## config.mk

```make
export PLATFORM = sky130hd
export DESIGN_NAME = sacc_top
export DESIGN_NICKNAME = d
export VERILOG_FILES = /design/src/verilog/sacc_sync.v /design/src/verilog/sacc_top.v
export VERILOG_INCLUDE_DIRS = /design/src /design/src/verilog
export SDC_FILE = /design/constraint.sdc
export NUM_CORES = 1
export LEC_CHECK = 0
export BUFFER_PORTS_ARGS = -buffer_cell sky130_fd_sc_hd__buf_2
export CAP_MARGIN = 20
export CORE_ASPECT_RATIO = 0.75
export CORE_MARGIN = 2
export CORE_UTILIZATION = 40
export CTS_BUF_LIST = sky130_fd_sc_hd__clkbuf_2
export DETAILED_ROUTE_END_ITERATION = 12
export HOLD_SLACK_MARGIN = 0.1
export PLACE_DENSITY = 0.56
export SYNTH_ARGS = -nofsm -noshare
export SYNTH_HDL_FRONTEND = slang
export SYNTH_SLANG_ARGS = --single-unit
```

## constraint.sdc

```tcl
create_clock -name clock -period 5.33 [get_ports clock]
set_input_delay 0.2665 -clock clock [delete_from_list [all_inputs] [get_ports clock]]
set_output_delay 0.2665 -clock clock [all_outputs]
set_load 0.02 [all_outputs]
```

## src/verilog/sacc_regs.vh

```
`ifndef SACC_REGS_VH
`define SACC_REGS_VH
`define SACC_CLK_MHZ        250
`define SACC_CONV_NS        6000
`define SACC_CONV_CYC       ((`SACC_CONV_NS * `SACC_CLK_MHZ) / 1000)
`define SACC_SLEEP_WAKE_US  3000
`define SACC_SLEEP_WAKE_CYC (`SACC_SLEEP_WAKE_US * `SACC_CLK_MHZ)
`define SACC_NAP_WAKE_NS    620
`define SACC_NAP_WAKE_CYC   ((`SACC_NAP_WAKE_NS * `SACC_CLK_MHZ) / 1000)
`define SACC_MSB_FLIP       12'h800
`define SACC_ST_IDLE        2'd0
`define SACC_ST_CONV        2'd1
`define SACC_ST_WAKE        2'd2
`endif

```

## src/verilog/sacc_sync.v

```verilog
`timescale 1ns/1ps
`default_nettype none
// Two-stage synchroniser; the first stage is read only by the second.
module sacc_sync #(
	parameter         W       = 1,
	parameter [W-1:0] RST_VAL = {W{1'b1}}
) (
	input  wire         clock,
	input  wire         rstn,
	input  wire [W-1:0] d,
	output reg  [W-1:0] q
);
	reg [W-1:0] meta_reg;

	// Reset loads each bit with the idle level of its pin, so no false edge follows reset.
	always @(posedge clock or negedge rstn) begin
		if (!rstn) begin
			meta_reg <= RST_VAL;
			q        <= RST_VAL;
		end else begin
			meta_reg <= d;
			q        <= meta_reg;
		end
	end
endmodule
`default_nettype wire

```

## src/verilog/sacc_top.v

```verilog
`timescale 1ns/1ps
`default_nettype none
`include "sacc_regs.vh"
module sacc_top #(
	parameter        CONV_CYC  = `SACC_CONV_CYC,
	parameter        SLEEP_CYC = `SACC_SLEEP_WAKE_CYC,
	parameter        NAP_CYC   = `SACC_NAP_WAKE_CYC,
	parameter [0:0]  BYTE_WIDE = 1'b0,
	parameter [0:0]  OFFSET_BIN = 1'b0
) (
	input  wire        clock,
	input  wire        rstn,
	input  wire        chip_select_n,
	input  wire        read_n,
	input  wire        conversion_start_n,
	input  wire        upper_byte_select,
	input  wire        sleep_n,
	input  wire        nap_n,
	input  wire        bipolar,
	input  wire        sample_valid,
	input  wire [11:0] sample_code,
	output reg         busy_n,
	output reg         reference_settled,
	output reg         comparator_on,
	output reg         analog_on,
	output reg  [11:0] data_out,
	output wire [11:0] data_oe,
	output reg         conv_done
);
	// Host strobes and mode levels are pins from another clock domain; each one
	// passes two flip-flops before any logic below reads it.
	localparam integer PIN_W = 7;
	wire [PIN_W-1:0] pins_s;
	sacc_sync #(
		.W       (PIN_W),
		.RST_VAL (7'h7c)
	) u_sync (
		.clock (clock),
		.rstn  (rstn),
		.d     ({chip_select_n, read_n, conversion_start_n, sleep_n, nap_n, upper_byte_select, bipolar}),
		.q     (pins_s)
	);

	// Named taps on the synchronised bus.  Strobes leave reset at their idle high level.
	wire cs_n_s  = pins_s[6];
	wire rd_n_s  = pins_s[5];
	wire cv_n_s  = pins_s[4];
	wire slp_n_s = pins_s[3];
	wire nap_n_s = pins_s[2];
	wire ubs_s   = pins_s[1];
	wire bip_s   = pins_s[0];

	// Sequencer state and the conversion timer.
	reg  [1:0]  state_reg;
	reg  [1:0]  state_next;
	reg  [31:0] count_reg;
	reg  [31:0] count_next;
	reg         busy_next;
	reg         done_next;

	// Start edge memory; it resets high so that no false edge follows reset.
	reg         cv_prev_reg;

	// Result path: the latest core sample and the held conversion result.
	reg  [11:0] sample_reg;
	reg  [11:0] result_reg;
	reg  [11:0] result_next;

	// Power control: one counter per wake-up interval and their ready flags.
	reg  [31:0] wake_reg;
	reg  [31:0] wake_next;
	reg         settled_next;
	reg  [31:0] nap_reg;
	reg  [31:0] nap_next;
	reg         nap_ready_reg;
	reg         nap_ready_next;
	reg         power_next;

	// Next value of the registered data lines.
	reg  [11:0] data_next;

	// A falling edge on the synchronised start line, one cycle wide.
	wire cv_fall = cv_prev_reg & ~cv_n_s;

	// Conversions are allowed only when awake, settled and out of nap.  The settled
	// flag also covers the wake-up interval, so a start right after sleep is dropped.
	wire ready = slp_n_s & reference_settled & nap_ready_reg;

	// Chip select gates the edge, and a running conversion never looks at it.
	wire idle  = (state_reg == `SACC_ST_IDLE);
	wire start = idle & cv_fall & ~cs_n_s & ready;

	// Last cycle of the internal conversion time, counted from zero.  The timer
	// needs nothing from the bus strobes once the conversion has started.
	wire conv_last = (count_reg >= CONV_CYC - 1);

	// Output format: unipolar stays straight binary; two's complement flips the
	// sign bit of the offset code, offset binary passes it unchanged.
	wire [11:0] fmt_code = (bip_s & ~OFFSET_BIN) ? (sample_reg ^ `SACC_MSB_FLIP)
	                     : sample_reg;

	// Sequencer next state.  Start edges are looked at only in idle, which is what
	// keeps a running conversion from being restarted.
	always @* begin
		state_next = state_reg;
		count_next = count_reg;
		busy_next  = busy_n;
		done_next  = 1'b0;
		case (state_reg)
		`SACC_ST_IDLE: begin
			busy_next = 1'b1;
			if (start) begin
				state_next = `SACC_ST_CONV;
				count_next = 32'h0000_0000;
				busy_next  = 1'b0;
			end
		end
		`SACC_ST_CONV: begin
			if (conv_last) begin
				state_next = `SACC_ST_IDLE;
				busy_next  = 1'b1;
				done_next  = 1'b1;
			end else begin
				count_next = count_reg + 32'h0000_0001;
			end
		end
		default: begin
			state_next = `SACC_ST_IDLE;
			count_next = 32'h0000_0000;
			busy_next  = 1'b1;
		end
		endcase
	end

	// State register.  Reset leaves the block idle with nothing pending.
	always @(posedge clock or negedge rstn) begin
		if (!rstn) begin
			state_reg <= `SACC_ST_IDLE;
		end else begin
			state_reg <= state_next;
		end
	end

	// Conversion timer.  It is cleared on every accepted start, so a stale count
	// from an earlier conversion can never shorten the next one.
	always @(posedge clock or negedge rstn) begin
		if (!rstn) begin
			count_reg <= 32'h0000_0000;
		end else begin
			count_reg <= count_next;
		end
	end

	// Busy status and the completion pulse share the same edge.
	always @(posedge clock or negedge rstn) begin
		if (!rstn) begin
			busy_n    <= 1'b1;
			conv_done <= 1'b0;
		end else begin
			busy_n    <= busy_next;
			conv_done <= done_next;
		end
	end

	// Edge memory for the start line.  It follows the line in every state, so an
	// edge that falls during a conversion is used up and not replayed afterwards.
	always @(posedge clock or negedge rstn) begin
		if (!rstn) begin
			cv_prev_reg <= 1'b1;
		end else begin
			cv_prev_reg <= cv_n_s;
		end
	end

	// The core sample arrives on this clock and needs no synchroniser.  It is
	// taken whenever it is valid; only the completion edge freezes it into the result.
	always @(posedge clock or negedge rstn) begin
		if (!rstn) begin
			sample_reg <= 12'h000;
		end else if (sample_valid) begin
			sample_reg <= sample_code;
		end
	end

	// Result holding: the previous result stays until the conversion completes,
	// which is what slow-memory and ROM reads rely on.
	always @* begin
		result_next = result_reg;
		if (state_reg == `SACC_ST_CONV && conv_last)
			result_next = fmt_code;
	end

	// Result register.  It changes on the same edge on which busy goes high, so a
	// host that latches on the rising busy edge needs the one-cycle lag of the lines.
	always @(posedge clock or negedge rstn) begin
		if (!rstn) begin
			result_reg <= 12'h000;
		end else begin
			result_reg <= result_next;
		end
	end

	// Reference wake-up after sleep.  The counter restarts every time sleep is
	// asserted, so a short sleep still costs the full settling interval.
	always @* begin
		wake_next    = wake_reg;
		settled_next = reference_settled;
		if (!slp_n_s) begin
			settled_next = 1'b0;
			wake_next    = 32'h0000_0000;
		end else if (!reference_settled) begin
			if (wake_reg >= SLEEP_CYC - 1)
				settled_next = 1'b1;
			else
				wake_next = wake_reg + 32'h0000_0001;
		end
	end

	// Nap recovery.  Only the short nap interval is waited for, since the
	// reference stays up through nap.
	always @* begin
		nap_next       = nap_reg;
		nap_ready_next = nap_ready_reg;
		if (!nap_n_s) begin
			nap_ready_next = 1'b0;
			nap_next       = 32'h0000_0000;
		end else if (!nap_ready_reg) begin
			if (nap_reg >= NAP_CYC - 1)
				nap_ready_next = 1'b1;
			else
				nap_next = nap_reg + 32'h0000_0001;
		end
	end

	// Sleep registers.  Reset comes up awake with the reference already settled,
	// which spares the long wake-up interval after every reset.
	always @(posedge clock or negedge rstn) begin
		if (!rstn) begin
			wake_reg          <= 32'h0000_0000;
			reference_settled <= 1'b1;
		end else begin
			wake_reg          <= wake_next;
			reference_settled <= settled_next;
		end
	end

	// Nap registers.  Reset comes up out of nap and ready to convert.
	always @(posedge clock or negedge rstn) begin
		if (!rstn) begin
			nap_reg       <= 32'h0000_0000;
			nap_ready_reg <= 1'b1;
		end else begin
			nap_reg       <= nap_next;
			nap_ready_reg <= nap_ready_next;
		end
	end

	// The comparator and the rest of the analogue section are up only while both
	// sleep and nap are released.  The settled flag is not looked at, so after sleep
	// the comparator comes up before the reference has settled.
	always @* begin
		power_next = slp_n_s & nap_n_s;
	end

	// Power enables.  The reference is not switched here; it stays on in nap.
	always @(posedge clock or negedge rstn) begin
		if (!rstn) begin
			comparator_on <= 1'b1;
			analog_on     <= 1'b1;
		end else begin
			comparator_on <= power_next;
			analog_on     <= power_next;
		end
	end

	// Output drive: enabled while chip select and read are both low.  With both
	// tied low the lines are always driven; otherwise they float between reads.
	wire drive = ~cs_n_s & ~rd_n_s;

	// The byte-wide variant drives only the lower eight lines.
	assign data_oe = BYTE_WIDE ? {4'h0, {8{drive}}} : {12{drive}};

	// Byte lane selection.  The select is a pin, so a change shows on the lines
	// three cycles later; the host must allow that before it reads.
	always @* begin
		if (!BYTE_WIDE)
			data_next = result_reg;
		else if (ubs_s)
			data_next = {8'h00, result_reg[11:8]};
		else
			data_next = {4'h0, result_reg[7:0]};
	end

	// Data lines come from a register so that they never glitch on a select change.
	// The cost is one cycle between a new result and its appearance on the lines.
	always @(posedge clock or negedge rstn) begin
		if (!rstn) begin
			data_out <= 12'h000;
		end else begin
			data_out <= data_next;
		end
	end
endmodule
`default_nettype wire

```

# [Yosys cells after proc, flatten, opt, wreduce, memory -nomap -nowiden]
# Cells that the tools add are included.
# W data, S select, Z words.
[totals] ff_bits=154 input_bits=22 elab_cells=71 output_inout_bits=29
[classes] n_lt_le_gt_ge=3 mux=24 add_sub_neg=3 bitwise=12 reduce_logical=6 eq_ne=8
[ops] operator="$mux W32" n=8
[ops] operator="$add A32 B1 Y32 const B" n=3
[ops] operator="$pmux W32 S2" n=1
[ops] operator="$ge A32 B11 Y1 const B" n=1
[ops] operator="$ge A32 B20 Y1 const B" n=1
[ops] operator="$ge A32 B8 Y1 const B" n=1
[ops] operator="$mux W12" n=1
[ops] operator="$ne A2 B2 Y1 const B" n=6
[ops] operator="$mux W1" n=10
[ops] operator="$and A1 B1 Y1" n=8
[ops] operator="$reduce_and A2 Y1" n=4
[ops] operator="$mux W2" n=2
[ops] operator="$not A1 Y1" n=4
[ops] operator="$pmux W2 S2" n=1
[ops] operator="$eq A2 B1 Y1 const B" n=1
[ops] operator="$logic_not A2 Y1" n=1
[ops] operator="$ne A2 B1 Y1 const B" n=1
[ops] operator="$pmux W1 S2" n=1
[ops] operator="$logic_and A1 B1 Y1" n=1

# [Logic depth before layout (Yosys ltp)]
# Gate-level depths: netlist of the first run.
[logic_depth] word_depth=7 mapped_depth=7 depth_no_buf=7

# [Cells and area by module]
# From an unflattened synthesis of the first run, not the netlist that was laid out.
[hier_totals] hier_cells=493 area_unflattened_um2=6128.4
[by_module_without_submodules] module="sacc_top" n_inst=1 cells_each=479 seq_area_each_um2=3484.6 area_per_inst_um2=5765.5
[by_module_without_submodules] module="sacc_sync" n_inst=1 cells_each=14 seq_area_each_um2=362.8 area_per_inst_um2=362.8

# [Least setup slack after synthesis of the first run]
# OpenSTA, ideal clock, no wires.
[synth_path] path_kind="reg2reg" start="reg count_reg[0]" end="reg result_reg[10], in the netlist data_next[10]" period_less_slack_ns=2.124 path_slack_ns=3.206 path_buffers=1 setup_time_ns=0.127 arrival_ns=1.997 required_ns=5.203 stages_incl_launch_ff=8 path_cell_list="dfrtp_1 -> ha_1 -> o211a_1 -> o2111a_1 -> nor3_4 -> nand2b_4 -> buf_12 -> mux2_1"
[synth_between] elab_chain_len=2
[synth_rtl] item="from (decl)" line="sacc_top.v:56" rtl="reg [31:0] count_reg;"
[synth_rtl] item="from (signal assigned)" line="sacc_top.v:150" rtl="count_reg <= count_next;"
[synth_rtl] item="$ge A32 B11 Y1" line="sacc_top.v:95" rtl="wire conv_last = (count_reg >= CONV_CYC - 1);"
[synth_rtl] item="$logic_and A1 B1 Y1" line="sacc_top.v:189" rtl="if (state_reg == `SACC_ST_CONV && conv_last)"
[synth_rtl] item="to (signal assigned)" line="sacc_top.v:199" rtl="result_reg <= result_next;"
[synth_rtl] item="to (decl)" line="sacc_top.v:66" rtl="reg [11:0] result_reg;"
# Every way passes these cells.
# A chain may end at the register's enable or synchronous reset.

# [Worst setup path after layout of the first run]
[layout_path] start="reg count_reg[0]" end="reg result_reg[6], in the netlist data_next[6]"
# Same word-level chain as after synthesis.

==> impl_metrics.py, run 1 <==
metrics = {
    "run_status": {
        "status": "completed",
    },
    "global_route": {
        "grt_max_degree": 113,
        "antenna_found_initial": 0,
        "met3_usage": 0.0455,
        "grt_use_met1": 0.197,
        "overflow": 0,
        "grt_pass1_vias": 3860,
        "grt_pass1_wl_um": 18600,
        "grt.busiest_layer": "met2",
        "use_met2": 0.205,
        "grt.total_usage": 0.139,
    },
    "synthesis": {
        "synth-async-reset-ratio": 1.00,
        "synth_edf_count": 0,
        "synth_area_um2": 6240,
        "ys_seq_area_frac": 0.609,
        "synthCells": 496,
        "ys.flop_type": "dfrtp_1",
        "synth_nets": 522,
        "synth-seq-cells": 151,
        "yosysWarnings": 0,
        "netlist-cell-type-count": 58,
        "syn_avg_cell_area_um2": 12.6,
    },
    "floorplan": {
        "die-area_um2": 16600,
        "die_h_um": 112,
        "rows": 39,
        "start_util": 0.410,
        "fp.dieW_um": 148,
        "pin_count": 51,
        "core_um2": 15200,
    },
    "timing": {
        "hold_slack_ns": 0.203,
        "setup_viol": 0,
        "tightest_slew_ns": 0.841,
        "tns_ns": 0,
        "worst_slack_ns": 2.97,
        "slew_violations": 0,
        "fmax_mhz": 424,
        "hold_viol": 0,
        "slew-limit-headroom": 0.439,
        "rsz0062_at_grt": "no",
        "timing.final.crit_share": 0.443,
        "period_minus_slack_ns": 2.36,
        "skew_ns": 0.0371,
    },
    "clock_tree": {
        "htreeDepth": 4,
        "root_buffer": "clkbuf_2",
        "cts_sinks": 151,
        "post_cts_buffers": 0,
        "clk_path_buf_depth": 2,
        "clk_latency_ns": 0.71,
        "cts_made_buffers": 17,
        "cts_tree": "done",
        "cts_hold_buf": 33,
        "clk_pin_slew_worst_paths_ns": 0.26,
        "cts-resized-gates": 0,
    },
    "route": {
        "dr.first_iter.drc_count": 209,
        "drc": 0,
        "viasPerCell": 4.92,
        "drt-pass1-iter-count": 4,
        "wire_per_inst_um": 13.6,
        "wl_um": 10800,
        "num_vias": 3890,
        "ant_nets": 0,
    },
    "power_and_ir_drop": {
        "vdd_drop_max_v": 0.000182,
        "cellLeakagePower_nw": 3.55,
        "powerDensity_nw_per_um2": 268,
        "power.total_mw": 1.94,
    },
    "placement": {
        "place_area_um2": 6560,
        "dp_hpwl_um": 6560,
        "dp_cells": 719,
        "port_buffers": 49,
        "gp_congestion": 0.761,
        "place_ws_ns": 2.69,
    },
    "finish": {
        "drive_above_1_share": 0.241,
        "final_area_um2": 7220,
        "layout.nets": 598,
        "instances_no_fill": 790,
        "layout.core_utilization": 0.474,
        "syn_to_final_growth_pct": 15.8,
        "n_antenna_cell": 0,
        "nFillCells": 1395,
    },
    "worst_setup_path": {
        "cp_data_arrival_time_ns": 2.95,
        "crit_fanout": 13,
        "path_class": "flop to flop",
        "worst_setup_path_start_kind": "flop",
        "critPathRequiredTime_ns": 5.92,
        "crit_path_end_kind": "flop",
    },
    "run": {
        "cap_violations": 0,
    },
    "worst_hold_path": {
        "hold_path_class": "input port to flop",
    },
}
-- placed cells by master, fill, tap and decap left out, types with 6 or more instances in the layout --
cell type	netlist	final
a21boi_0	6	6
a21oi_1	6	6
and2_1	60	60
and3_1	15	15
buf_2	3	48
clkbuf_2	0	18
dfrtp_1	136	136
dfstp_2	15	15
dlygate4sd3_1	0	37
inv_1	9	9
mux2_2	15	15
mux2_4	8	8
mux2i_1	10	10
nand2_1	28	28
nand2b_1	11	11
nand3_1	11	11
nand4_1	9	9
nor2_1	10	10
nor3_1	10	10
nor4_1	14	14
o21ai_0	8	8
-- where the power goes --
part           internal (mW)  switching, mW  total (mW)
clock                  0.194          0.457       0.652
sequential              1.17         0.0178        1.19
combinational         0.0512         0.0475      0.0988
total                   1.42          0.523        1.94
-- Yosys cell counts, types with 2 or more instances --
cell type  instances  share of area
dfrtp_1          136           0.55
and2_1            60          0.060
nand2_1           28          0.017
and3_1            15          0.015
dfstp_2           15          0.063
mux2_2            15          0.027
nor4_1            14          0.014
buf_4             13          0.016
clkbuf_1          13         0.0078
nand2b_1          11          0.011
nand3_1           11         0.0088
mux2i_1           10          0.016
nor2_1            10         0.0060
nor3_1            10         0.0080
inv_1              9         0.0054
nand4_1            9         0.0090
mux2_4             8          0.019
o21ai_0            8         0.0064
a21boi_0           6         0.0072
a21oi_1            6         0.0048
a31oi_1            5         0.0050
nor2b_1            5         0.0050
o21a_1             5         0.0060
or3_1              5         0.0050
a41o_1             4         0.0064
ha_1               4         0.0080
xnor2_1            4         0.0056
xor2_1             4         0.0056
a211oi_1           3         0.0036
a31o_2             3         0.0042
and4_1             3         0.0042
buf_2              3         0.0024
nand4_2            3         0.0060
nor4_2             3         0.0060
nor4_4             3          0.010
a21boi_1           2         0.0024
buf_1              2         0.0012
nor4b_1            2         0.0028
o211a_1            2         0.0032
o211ai_1           2         0.0024
o311ai_0           2         0.0028
o31a_1             2         0.0028
o31ai_1            2         0.0024
or4_1              2         0.0024
-- worst max-delay path: stages (launching register included) --
cell and delay [ns]:
dfrtp_1 0.48, ha_1 0.28, o211a_1 0.24, o2111a_1 0.31, nor3_4 0.25, nand2b_4 0.34
mux2_4 0.32
-- routing by layer --
layer / wire length (um) / part of all wire
met2: 4680 / 0.43
met5: 0 / 0
met1: 5470 / 0.51
met3: 474 / 0.044
met4: 130 / 0.012
-- final cells by class --
| class | count | area (um2) | area share |
|---|---|---|---|
| repair buffers | 89 | 668 | 0.0925 |
| multi-input cells | 304 | 2220 | 0.307 |
| well taps | 205 | 256 | 0.0355 |
| inverters | 9 | 33.8 | 0.00468 |
| clock buffers | 18 | 90.1 | 0.0125 |
| flip-flops and latches | 151 | 3800 | 0.526 |
| clock inverters | 14 | 160 | 0.0222 |
-- cells by family after synthesis --
kind of cell | share of synthesized area
buf+inv | 0.0357
flops | 0.609
xor+xnor | 0.0112
mux | 0.0642
fa+ha+maj | 0.00802
compound gates | 0.0672
simple gates | 0.205
-- worst paths after layout --
check                        startpoint                  to  slack, ns  depth (start not counted)
max                        count_reg[0]        data_next[6]       2.97                          6
min                             sleep_n  u_sync.meta_reg[3]       0.20                          2
max reg2reg                count_reg[0]        data_next[6]       2.97                          6
min reg2reg                 u_sync.q[4]         cv_prev_reg       0.37                          0
max in group asynchronous          rstn       count_reg[31]       3.64                          5
min in group asynchronous          rstn        wake_reg[10]       0.45                          3
Power figures use the tool's default switching activity.
==> run 2, diff against run 1 <==
==> constraint.sdc (replaced) <==
create_clock -name clock -period 2.4 [get_ports clock]
set_input_delay 0.12 -clock clock [delete_from_list [all_inputs] [get_ports clock]]
set_output_delay 0.12 -clock clock [all_outputs]
set_load 0.02 [all_outputs]
==> impl_metrics.py, run 2 (synthesis gave the netlist of run 1 again) <==
metrics = {
    "power_and_ir_drop": {
        "vdd_drop_max_v": 0.000364,
        "power.total_mw": 4.35,
        "switching_power_mw": 1.25,
        "powerDensity_nw_per_um2": 586,
        "p_comb_frac": 0.060,
        "clock_power_share": 0.337,
        "p_int_mw": 3.10,
        "pwr-share-seq": 0.603,
        "swShare": 0.288,
        "cellLeakagePower_nw": 3.65,
    },
    "worst_setup_path": {
        "cp_data_arrival_time_ns": 2.88,
        "crit_chain": "ha_1, o211a_1, o2111a_1, nor3_4, nand2b_4, mux2_2",
        "path_class": "flop to flop",
        "regToRegStartpoint": "count_reg[0]",
        "crit_path_end_kind": "flop",
        "crit_fanout": 13,
        "critPathRequiredTime_ns": 3.06,
        "worst_setup_path_start_kind": "flop",
        "startpoint": "count_reg[0]",
        "slowest_delay_ns": 0.47,
        "slowest_stage": "dfrtp_1",
    },
    "route": {
        "viasPerCell": 5.01,
        "wl_um": 11700,
        "num_vias": 4051,
        "wire_per_inst_um": 14.5,
        "dr.first_iter.drc_count": 225,
        "drc": 0,
        "ant_nets": 0,
        "drt-pass1-iter-count": 4,
    },
    "clock_tree": {
        "clk_pin_slew_worst_paths_ns": 0.29,
        "cts_sinks": 151,
        "clk_latency_ns": 0.74,
        "cts_tree": "done",
        "htreeDepth": 4,
        "cts_made_buffers": 17,
        "clk_path_buf_depth": 2,
        "root_buffer": "clkbuf_2",
    },
    "global_route": {
        "grt.total_usage": 0.155,
        "grt_max_degree": 48,
        "antenna_found_initial": 0,
        "grt_pass1_vias": 4151,
        "overflow": 0,
        "grt_pass1_wl_um": 20600,
    },
    "timing": {
        "hold_viol": 0,
        "slew-limit-headroom": 0.448,
        "fmax_mhz": 451,
        "rsz0062_at_grt": "no",
        "period_minus_slack_ns": 2.22,
        "setup_viol": 0,
        "tightest_slew_ns": 0.827,
        "worst_slack_ns": 0.183,
        "tns_ns": 0,
        "skew_ns": 0.0426,
        "timing.final.crit_share": 0.924,
        "slew_violations": 0,
    },
    "finish": {
        "final_cell_mix": "136 x dfrtp_1, 60 x and2_1, 49 x dlygate4sd3_1",
        "drive_above_1_share": 0.247,
        "layout.nets": 617,
        "syn_to_final_growth_pct": 19.0,
        "layout_commonest_cell": "dfrtp_1",
        "n_antenna_cell": 0,
    },
    "worst_hold_path": {
        "hold_path_class": "input port to flop",
        "hold_start": "sample_valid",
    },
    "placement": {
        "gp_congestion": 0.811,
        "port_buffers": 49,
        "dp_hpwl_um": 7240,
        "place_ws_ns": 0.192,
    },
    "floorplan": {
        "rows": 39,
        "fp.dieW_um": 148,
        "start_util": 0.410,
        "core_um2": 15200,
        "die_h_um": 112,
        "pin_count": 51,
        "die-area_um2": 16600,
    },
    "run_status": {
        "status": "completed",
    },
    "run": {
        "cap_violations": 0,
    },
}
[run 2: cell count changes in the layout (fill, tap and decap cells not counted), moves of 2 or more]
cell and change:
inv_8 +2, clkinv_8 +3, clkinvlp_4 -3, buf_4 +7, dlygate4sd3_1 +12
[run 2: path summary, 6_finish.rpt]
check / to / slack [ns] / cells past startpoint
setup / recovery: data_next[11] / 0.18 / 6
hold / removal: sample_reg[10] / 0.37 / 3
setup reg to reg: data_next[11] / 0.18 / 6
hold reg to reg: u_sync.q[6] / 0.38 / 0
max in group asynchronous: busy_n / 1.54 / 4
min in group asynchronous: reference_settled / 0.54 / 3
[run 2: power groups by stage]
stage	Clock (mW)	Combinational [mW]	Sequential, mW
floorplan	0	0.0949	2.66
global placement	0	0.176	2.66
detailed placement	0	0.182	2.67
CTS	1.53	0.264	2.62
global route	1.65	0.294	2.63
finish	1.46	0.262	2.62
[run 2: what timing repair did]
action | in CTS | in global routing
setup endpoints to repair | 0 | 1
setup buffers | 0 | 0
hold buffers | 50 | 0
hold endpoints to repair | 169 | 0
gates resized for setup | 0 | 1
[run 2: cell type report]
type	count	area [um2]
multi-input combinational	304	2220
clock inverter	15	179
fill	1394	7800
sequential	151	3800
timing repair buffer	108	850
inverter	9	33.8
clock buffer	17	85.1
tap	205	256
[run 2: per-stage QoR]
stage	cell area, um2	utilization	std cells	hold slack, ns
detailed placement	6640	0.436	727	0.144
floorplan	6240	-	496	-0.176
finish	7420	0.488	809	0.366
CTS	7420	0.487	809	0.293
global route	7420	0.488	809	0.283
global placement	6640	0.436	727	0.140
[run 2: worst max-delay path, delay by kind of cell (launching register included)]
kind | cells | cell delay (ns)
adders and majority gates | 1 | 0.30
AOI/OAI and AO/OA | 2 | 0.56
muxes | 1 | 0.37
and+or+nand+nor | 2 | 0.45
DFF | 1 | 0.47
[run 2: per-layer routing]
layer / track usage / vias up / routed length [um]
met5: 0 / - / 0
met4: 0.0451 / 0 / 140
li1: - / 1938 / -
met1: 0.220 / 2036 / 5960
met3: 0.0467 / 16 / 428
met2: 0.233 / 61 / 5190
